<file path="config.mk">
export PLATFORM = sky130hd
export DESIGN_NAME = rmc_regs
export DESIGN_NICKNAME = d
export VERILOG_FILES = /design/src/verilog/rmc_regs.v
export VERILOG_INCLUDE_DIRS = /design/src /design/src/verilog
export SDC_FILE = /design/constraint.sdc
export NUM_CORES = 1
export LEC_CHECK = 0
export BUFFER_PORTS_ARGS = -buffer_cell sky130_fd_sc_hd__buf_2
export CAP_MARGIN = 30
export CORE_MARGIN = 2
export CORE_UTILIZATION = 51
export DETAILED_ROUTE_END_ITERATION = 10
export HOLD_SLACK_MARGIN = 0.06
export PLACE_DENSITY = 0.78
export SLEW_MARGIN = 20
export SYNTH_ARGS = -nofsm -noshare
export SYNTH_HDL_FRONTEND = slang
export SYNTH_SLANG_ARGS = --single-unit
</file>
<file path="constraint.sdc">
create_clock -name clk -period 5.9 [get_ports clk]
set_input_delay 0.59 -clock clk [delete_from_list [all_inputs] [get_ports clk]]
set_output_delay 0.59 -clock clk [all_outputs]
set_load 0.02 [all_outputs]
</file>
<file path="src/verilog/rmc_map.vh">
// Purpose: constants of the regulator configuration register bank
// Assumes: command codes are the management bus command bytes
// Notes:   reset values are zero throughout
`ifndef RMC_MAP_VH
`define RMC_MAP_VH

`define RMC_CMD_MISC        8'hd1
`define RMC_CMD_GROUP       8'hd3
`define RMC_CMD_OKDLY       8'hd4
`define RMC_CMD_GAIN        8'hd5

`define RMC_RST_MISC        16'h0000
`define RMC_RST_GROUP       16'h0000
`define RMC_RST_OKDLY       16'h0000
`define RMC_RST_GAIN        8'h00

`define RMC_MIN_DUTY_HI     15
`define RMC_MIN_DUTY_LO     11
`define RMC_MIN_DUTY_EN     7
`define RMC_VSET_SEL        5
`define RMC_LOW_IDLE        3
`define RMC_OK_PUSH_PULL    2
`define RMC_EXT_TEMP_EN     1
`define RMC_EXT_TEMP_FLT    0

`define RMC_PHASE_POS_HI    15
`define RMC_PHASE_POS_LO    13
`define RMC_RAIL_ID_HI      12
`define RMC_RAIL_ID_LO      8
`define RMC_PHASES_HI       2
`define RMC_PHASES_LO       0

`define RMC_OKDLY_MAX_MS    13'd5000
`define RMC_MS_NS           1000000
`define RMC_CLK_NS          5
`define RMC_CYC_PER_MS      (`RMC_MS_NS / `RMC_CLK_NS)

`endif

</file>
<file path="src/verilog/rmc_regs.v">
// Purpose: configuration register bank of a point-of-load regulator
// Assumes: control-loop inputs come from logic on clk; the bus front end
//          delivers decoded word commands on clk
// Notes:   analog loop, current sense and group bus protocol live elsewhere;
//          the ok delay counter is sized for the full 5000 ms span
//
// Functional notes
// - min on-time is 2*(value+1)/512 period
// - clamp applied only when bit 7 set
// - bit 5 picks setpoint a or b
// - bit 2 chooses open-drain or push-pull ok
// - bit 1 enables external temperature compensation
// - bit 0 picks external or internal fault sensor
// - rail id field 12:8, values 0 to 31
// - phase position code 0..7 means slot 1..8
// - phase count codes odd only, count=code+1
// - wait programmed ms before asserting ok output
// - programmed delay rounded to nearest millisecond
// - eight-bit ramp gain, smaller gives slower ramp
// - sharing selects low-bandwidth shared start-up ramp
// - normal bandwidth restored once ok asserted
// - sharing disables soft-off, fall time ignored
`include "rmc_map.vh"

module rmc_regs #(
    parameter CYC_PER_MS = `RMC_CYC_PER_MS
) (
    input  wire        clk,
    input  wire        rst,
    input  wire        cmd_valid,
    input  wire        cmd_write,
    input  wire [7:0]  cmd_code,
    input  wire [15:0] cmd_wdata,
    output reg  [15:0] cmd_rdata_q,
    output reg         cmd_ack_q,
    output reg         cmd_unsupported_q,
    input  wire [8:0]  duty_req,
    output reg  [8:0]  duty_cmd_q,
    input  wire [15:0] voltage_setpoint_a,
    input  wire [15:0] voltage_setpoint_b,
    output reg  [15:0] vout_target_q,
    input  wire        stage_enable,
    input  wire        low_side_req,
    output reg         low_side_drive_out_q,
    input  wire        output_above_ok_thr,
    output reg         output_ok_signal_o_q,
    output reg         output_ok_signal_oe_q,
    input  wire [11:0] temp_internal,
    input  wire [11:0] temp_external,
    output reg  [11:0] temp_fault_src_q,
    output reg         ext_temp_comp_en_q,
    output reg  [4:0]  rail_id_q,
    output reg  [3:0]  phase_position_q,
    output reg  [3:0]  phase_count_q,
    output reg         phase_count_bad_q,
    output reg  [7:0]  ramp_gain_q,
    output reg         shared_ramp_q,
    output reg         loop_low_bw_q,
    input  wire [15:0] turn_off_fall_time,
    output reg  [15:0] fall_time_eff_q,
    output reg         soft_off_allowed_q
);

    reg  [15:0] misc_q;
    reg  [15:0] group_q;
    reg  [15:0] okdly_q;
    reg  [7:0]  gain_q;
    reg  [31:0] ms_cyc_q;
    reg  [12:0] ok_ms_q;
    reg         ok_q;

    wire [12:0] dly_ms;
    wire [6:0]  min_on;
    wire [2:0]  phases;
    wire        sharing;
    wire        ms_tick;

    // linear-format ms value, rounded half up, clamped to the legal span
    function [12:0] rmc_lin_ms;
        input [15:0] v;
        reg [5:0]  sh;
        reg [31:0] mag;
        reg [31:0] r;
        begin
            mag = {22'h0, v[9:0]};
            sh  = 6'h00;
            r   = 32'h0;
            if (v[10])
                r = 32'h0;
            else if (!v[15])
                r = mag << v[14:11];
            else
            begin
                sh = {1'b0, ~v[15:11]} + 6'h01;
                r  = (mag + (32'h1 << (sh - 6'h01))) >> sh;
            end
            if (r > {19'h0, `RMC_OKDLY_MAX_MS})
                r = {19'h0, `RMC_OKDLY_MAX_MS};
            rmc_lin_ms = r[12:0];
        end
    endfunction

    // reads answer with the word; a write answers with zero
    function [15:0] rmc_rd_word;
        input        wr;
        input [15:0] val;
        begin
            rmc_rd_word = wr ? 16'h0000 : val;
        end
    endfunction

    // shared ramp lasts only until ok, so the loop regains bandwidth
    function rmc_ramp_mode;
        input share;
        input en;
        input ok;
        begin
            rmc_ramp_mode = share & en & ~ok;
        end
    endfunction

    // even phase codes are unused and report zero phases
    function [3:0] rmc_phase_cnt;
        input [2:0] code;
        begin
            if (code[0])
                rmc_phase_cnt = {1'b0, code} + 4'h1;
            else
                rmc_phase_cnt = 4'h0;
        end
    endfunction

    assign dly_ms  = rmc_lin_ms(okdly_q);
    // 2*(value+1) in 1/512ths of the period
    assign min_on  = {1'b0, misc_q[`RMC_MIN_DUTY_HI:`RMC_MIN_DUTY_LO], 1'b0}
                   + 7'h02;
    assign phases  = group_q[`RMC_PHASES_HI:`RMC_PHASES_LO];
    // a valid phase count means this rail shares current
    assign sharing = phases[0];
    // one tick per millisecond worth of clk cycles
    assign ms_tick = (ms_cyc_q == CYC_PER_MS - 1);

    // register writes and reads; unknown codes answer with a flag
    always @(posedge clk or posedge rst)
    begin
        if (rst)
        begin
            misc_q            <= `RMC_RST_MISC;
            group_q           <= `RMC_RST_GROUP;
            okdly_q           <= `RMC_RST_OKDLY;
            gain_q            <= `RMC_RST_GAIN;
            cmd_rdata_q       <= 16'h0000;
            cmd_ack_q         <= 1'b0;
            cmd_unsupported_q <= 1'b0;
        end
        else
        begin
            cmd_ack_q         <= cmd_valid;
            cmd_unsupported_q <= 1'b0;
            cmd_rdata_q       <= 16'h0000;
            // one answer per command, one cycle after it is taken
            if (cmd_valid)
            begin
                case (cmd_code)
                    `RMC_CMD_MISC:
                    begin
                        if (cmd_write)
                            misc_q <= cmd_wdata;
                        cmd_rdata_q <= rmc_rd_word(cmd_write, misc_q);
                    end
                    `RMC_CMD_GROUP:
                    begin
                        if (cmd_write)
                            group_q <= cmd_wdata;
                        cmd_rdata_q <= rmc_rd_word(cmd_write, group_q);
                    end
                    `RMC_CMD_OKDLY:
                    begin
                        if (cmd_write)
                            okdly_q <= cmd_wdata;
                        cmd_rdata_q <= rmc_rd_word(cmd_write, okdly_q);
                    end
                    `RMC_CMD_GAIN:
                    begin
                        // byte register; any value accepted
                        if (cmd_write)
                            gain_q <= cmd_wdata[7:0];
                        cmd_rdata_q <= rmc_rd_word(cmd_write, {8'h00, gain_q});
                    end
                    default:
                        cmd_unsupported_q <= 1'b1;
                endcase
            end
        end
    end

    // ok delay timer: restarts whenever the output falls below threshold
    always @(posedge clk or posedge rst)
    begin
        if (rst)
        begin
            ms_cyc_q <= 32'h0;
            ok_ms_q  <= 13'h0000;
            ok_q     <= 1'b0;
        end
        else if (!output_above_ok_thr)
        begin
            ms_cyc_q <= 32'h0;
            ok_ms_q  <= 13'h0000;
            ok_q     <= 1'b0;
        end
        // counting stops once the delay is met, so neither counter wraps
        else if (ok_ms_q >= dly_ms)
            ok_q <= 1'b1;
        else
        begin
            ms_cyc_q <= ms_tick ? 32'h0 : ms_cyc_q + 32'h1;
            if (ms_tick)
                ok_ms_q <= ok_ms_q + 13'h0001;
        end
    end

    // loop datapath steering from the mode bits
    always @(posedge clk or posedge rst)
    begin
        if (rst)
        begin
            duty_cmd_q           <= 9'h000;
            vout_target_q        <= 16'h0000;
            low_side_drive_out_q <= 1'b0;
            temp_fault_src_q     <= 12'h000;
            ext_temp_comp_en_q   <= 1'b0;
        end
        else
        begin
            // clamp only raises the on-time; a longer request passes
            if (misc_q[`RMC_MIN_DUTY_EN] && duty_req < {2'b00, min_on})
                duty_cmd_q <= {2'b00, min_on};
            else
                duty_cmd_q <= duty_req;
            vout_target_q <= misc_q[`RMC_VSET_SEL] ? voltage_setpoint_b
                                                   : voltage_setpoint_a;
            low_side_drive_out_q <= stage_enable ? low_side_req
                                                 : misc_q[`RMC_LOW_IDLE];
            temp_fault_src_q <= misc_q[`RMC_EXT_TEMP_FLT] ? temp_external
                                                          : temp_internal;
            ext_temp_comp_en_q <= misc_q[`RMC_EXT_TEMP_EN];
        end
    end

    // ok pin drive; reset leaves an open-drain pin pulling low
    always @(posedge clk or posedge rst)
    begin
        if (rst)
        begin
            output_ok_signal_o_q  <= 1'b0;
            output_ok_signal_oe_q <= 1'b1;
        end
        else
        begin
            // open-drain only pulls low; push-pull drives both levels
            output_ok_signal_o_q  <= misc_q[`RMC_OK_PUSH_PULL] & ok_q;
            output_ok_signal_oe_q <= misc_q[`RMC_OK_PUSH_PULL] | ~ok_q;
        end
    end

    // group identity and current-sharing mode
    always @(posedge clk or posedge rst)
    begin
        if (rst)
        begin
            rail_id_q          <= 5'h00;
            phase_position_q   <= 4'h1;
            phase_count_q      <= 4'h0;
            phase_count_bad_q  <= 1'b1;
            ramp_gain_q        <= 8'h00;
            shared_ramp_q      <= 1'b0;
            loop_low_bw_q      <= 1'b0;
            fall_time_eff_q    <= 16'h0000;
            soft_off_allowed_q <= 1'b1;
        end
        else
        begin
            rail_id_q <= group_q[`RMC_RAIL_ID_HI:`RMC_RAIL_ID_LO];
            phase_position_q <= {1'b0, group_q[`RMC_PHASE_POS_HI:
                                               `RMC_PHASE_POS_LO]}
                              + 4'h1;
            phase_count_q     <= rmc_phase_cnt(phases);
            phase_count_bad_q <= ~phases[0];
            ramp_gain_q <= gain_q;
            shared_ramp_q <= rmc_ramp_mode(sharing, stage_enable,
                                           ok_q);
            loop_low_bw_q <= rmc_ramp_mode(sharing, stage_enable,
                                           ok_q);
            fall_time_eff_q <= sharing ? 16'h0000
                                       : turn_off_fall_time;
            soft_off_allowed_q <= ~sharing;
        end
    end

endmodule

</file>
==> results.cfg <==
[route]
wl_um = 27900
post_drt_wl_per_cell_um = 18.8
via_per_inst = 5.84
drt_iter0_markers = 637
ant_nets = 0
drc = 0
route.vias.total = 8696
firstDrtPassIters = 8

[sta]
finalClockSkew_ns = 0.0161
worst_pin_slew_ns = 0.937
tns_ns = 0
clock.fmax_mhz = 180
slew_headroom_pct = 37.6
setup_viol = 0
fin_crit_sh_pct = 94.3
drv_slew = 0
rsz0062_at_grt = false
hold_violations = 0
hold_ws_ns = 0.203
period_needed_ns = 5.56

[floorplan]
dieArea_um2 = 22200
io_pins = 212
die_h_um = 149
start_util_pct = 51.6
die_w_um = 149
rows = 53
core-area_um2 = 20800

[hold_path]
hold_path.class = in2async

[synth]
synth.cell_area_um2 = 10700
synth.avg_cell_area_um2 = 10.6
ys_seq_area_share_pct = 46.4
synth_top_area_share_pct = 45.7
synth_most_common_cell = dfrtp_1
synth_cells = 1016
yosys.area.top_type = dfrtp_1
syn_nets = 1160
ys_warn_count = 0
ys_seq_elements = 199
synth-main-ff-cell = dfrtp_1
synth.top_cells.by_count = 196 x dfrtp_1, 96 x mux2_2, 85 x nor2_1, 76 x nand2_1, 48 x clkbuf_1
synth-edff-count = 0
synthTopCellsByArea = dfrtp_1 46%, mux2_2 10%, ha_1 3.6%
synthArstFlopShare_pct = 100
synth_cell_types = 88

[power]
p_clk_share_pct = 40.9
sw_frac_of_total_pct = 26.6
vdd_drop_max_mv = 0.229
leakagePower_uw = 0.00597
powerDensity_nw_per_um2 = 228
internal_power_uw = 2120
p_comb_share_pct = 9.7
seqPwrFrac_pct = 49.4
switchingPower_uw = 766

[layout]
final_layout_size_suffix_gt1_share_pct = 32.8
fillers = 1736
antennaDiodeCount = 0
finalNetCount = 1344
synthToLayoutAreaGrowth_pct = 17.7

[clock_tree]
clk_path_buf_depth = 2
h-tree-depth = 4
cts_resized = 0
cts-root-buf = clkbuf_16
post_cts_buffers = 0
cts_tree = yes
cts_buffers = 17
clk_pin_slew_worst_paths_ns = 0.08
clock_latency_ns = 0.44
holdBufCountCts = 0
cts_sinks = 199

[worst_setup_path]
crit_type = reg2reg
required_ns = 6.25
startpoint_type = register
cp-end-kind = register
arrival_ns = 5.91
rr_startpoint = okdly_q[14]$_DFFE_PP0P_
startpoint = okdly_q[14]$_DFFE_PP0P_
path_max_fanout = 11

[placed_design]
gp_congestion = 0.970
io_buffers = 210
post-dp-hpwl_um = 20400

[global_route]
track_usage_pct = 26.0
grt_max_degree = 156
grt.overflow.total = 0
grt_pass1_wl_um = 45700
grt_antenna_before_repair = 0
grt_pass1_vias = 8643

[outcome]
status = completed

[job]
drv_cap = 0
-- path summary, 6_finish.rpt --
path | to | slack [ns] | depth (start not counted)
setup / recovery | ms_cyc_q[12]$_DFFE_PP0P_ | 0.34 | 19
hold / removal | fall_time_eff_q[9]$_DFF_PP0_ | 0.20 | 2
setup reg to reg | ms_cyc_q[12]$_DFFE_PP0P_ | 0.34 | 19
hold reg to reg | ramp_gain_q[2]$_DFF_PP0_ | 0.40 | 0
max in group asynchronous | okdly_q[12]$_DFFE_PP0P_ | 4.29 | 4
min in group clk | duty_cmd_q[8]$_DFF_PP0_ | 0.28 | 1
-- final cells by class --
type	instances	area [um^2]	area share, %
Tap cell	275	344	2.72
Inverter	20	78.8	0.624
Clock buffer	17	425	3.37
Multi-Input combinational cell	731	5370	42.5
Clock inverter	15	184	1.46
Timing Repair Buffer	231	1240	9.83
Sequential cell	199	4990	39.5
-- kinds of logic after synthesis --
family | Yosys count | synth area share, %
and+or+nand+nor | 346 | 16.6
AOI/OAI and AO/OA | 197 | 13.4
xor gates and xnor gates | 37 | 3.19
buffers and inverters | 86 | 3.80
other | 1 | 0.0349
muxes | 118 | 12.7
adders and majority gates | 32 | 3.80
DFF | 199 | 46.4
-- cells in the final DEF, fill, tap and decap left out, types with 29 or more instances in the layout --
cell | synthesis | layout
nand2_1 | 76 | 76
ha_1 | 31 | 31
xnor2_1 | 30 | 29
dfrtp_1 | 196 | 194
a21oi_1 | 32 | 32
o21ai_0 | 31 | 31
mux2_2 | 96 | 96
buf_2 | 7 | 210
nor2_1 | 85 | 85
nand3_1 | 33 | 33
nor2b_1 | 31 | 30
-- critical path: stages, from the launching register on --
cell	delay, ns
dfrtp_1	0.56
and3_1	0.34
nand2_1	0.13
fa_1	0.46
nand2b_1	0.21
a211oi_2	0.31
nor2_1	0.15
o21bai_1	0.16
a2111oi_0	0.07
or4_1	0.62
nor4_4	0.34
o21ai_1	0.11
ha_1	0.32
a21o_1	0.16
a21o_1	0.17
a21oi_1	0.18
o211ai_1	0.14
or2_2	0.38
or3b_2	0.48
a21boi_0	0.17
-- stage by stage --
stage	utilization (%)	cells	total power (uW)	setup WS, ns	cell area [um^2]
after global placement	57.5	1455	1720	0.357	12000
final	60.7	1488	2890	0.339	12600
after floorplan	-	1016	1620	0.350	10700
after detailed placement	57.6	1456	1730	0.332	12000
after global routing	60.7	1488	2990	0.0220	12600
after CTS	60.5	1488	2910	0.299	12600
-- layer usage --
metal / vias up / wire [um] / GRT usage (%)
met5: - / 0 / 0
met2: 316 / 13500 / 42.2
met1: 4235 / 11800 / 34.1
met4: 0 / 788 / 9.52
met3: 63 / 1860 / 6.18
li1: 4082 / - / -
-- registers in the layout, indices dropped and copies added, names as in the netlist, 13 cells and up --
| name | flops |
|---|---|
| group_q | 16 |
| ms_cyc_q | 32 |
| okdly_q | 16 |
| misc_q | 16 |
| vout_target_q | 16 |
| cmd_rdata_q | 16 |
| ok_ms_q | 13 |
| fall_time_eff_q | 16 |
-- power groups by stage --
stage          clock network, uW  registers (uW)  logic (uW)
2_1_floorplan                  0            1470         150
3_3_place_gp                   0            1450         273
3_5_place_dp                   0            1450         278
4_1_cts                     1200            1420         279
5_1_grt                     1250            1430         306
6_report                    1180            1430         279
Power figures use the tool's default switching activity.
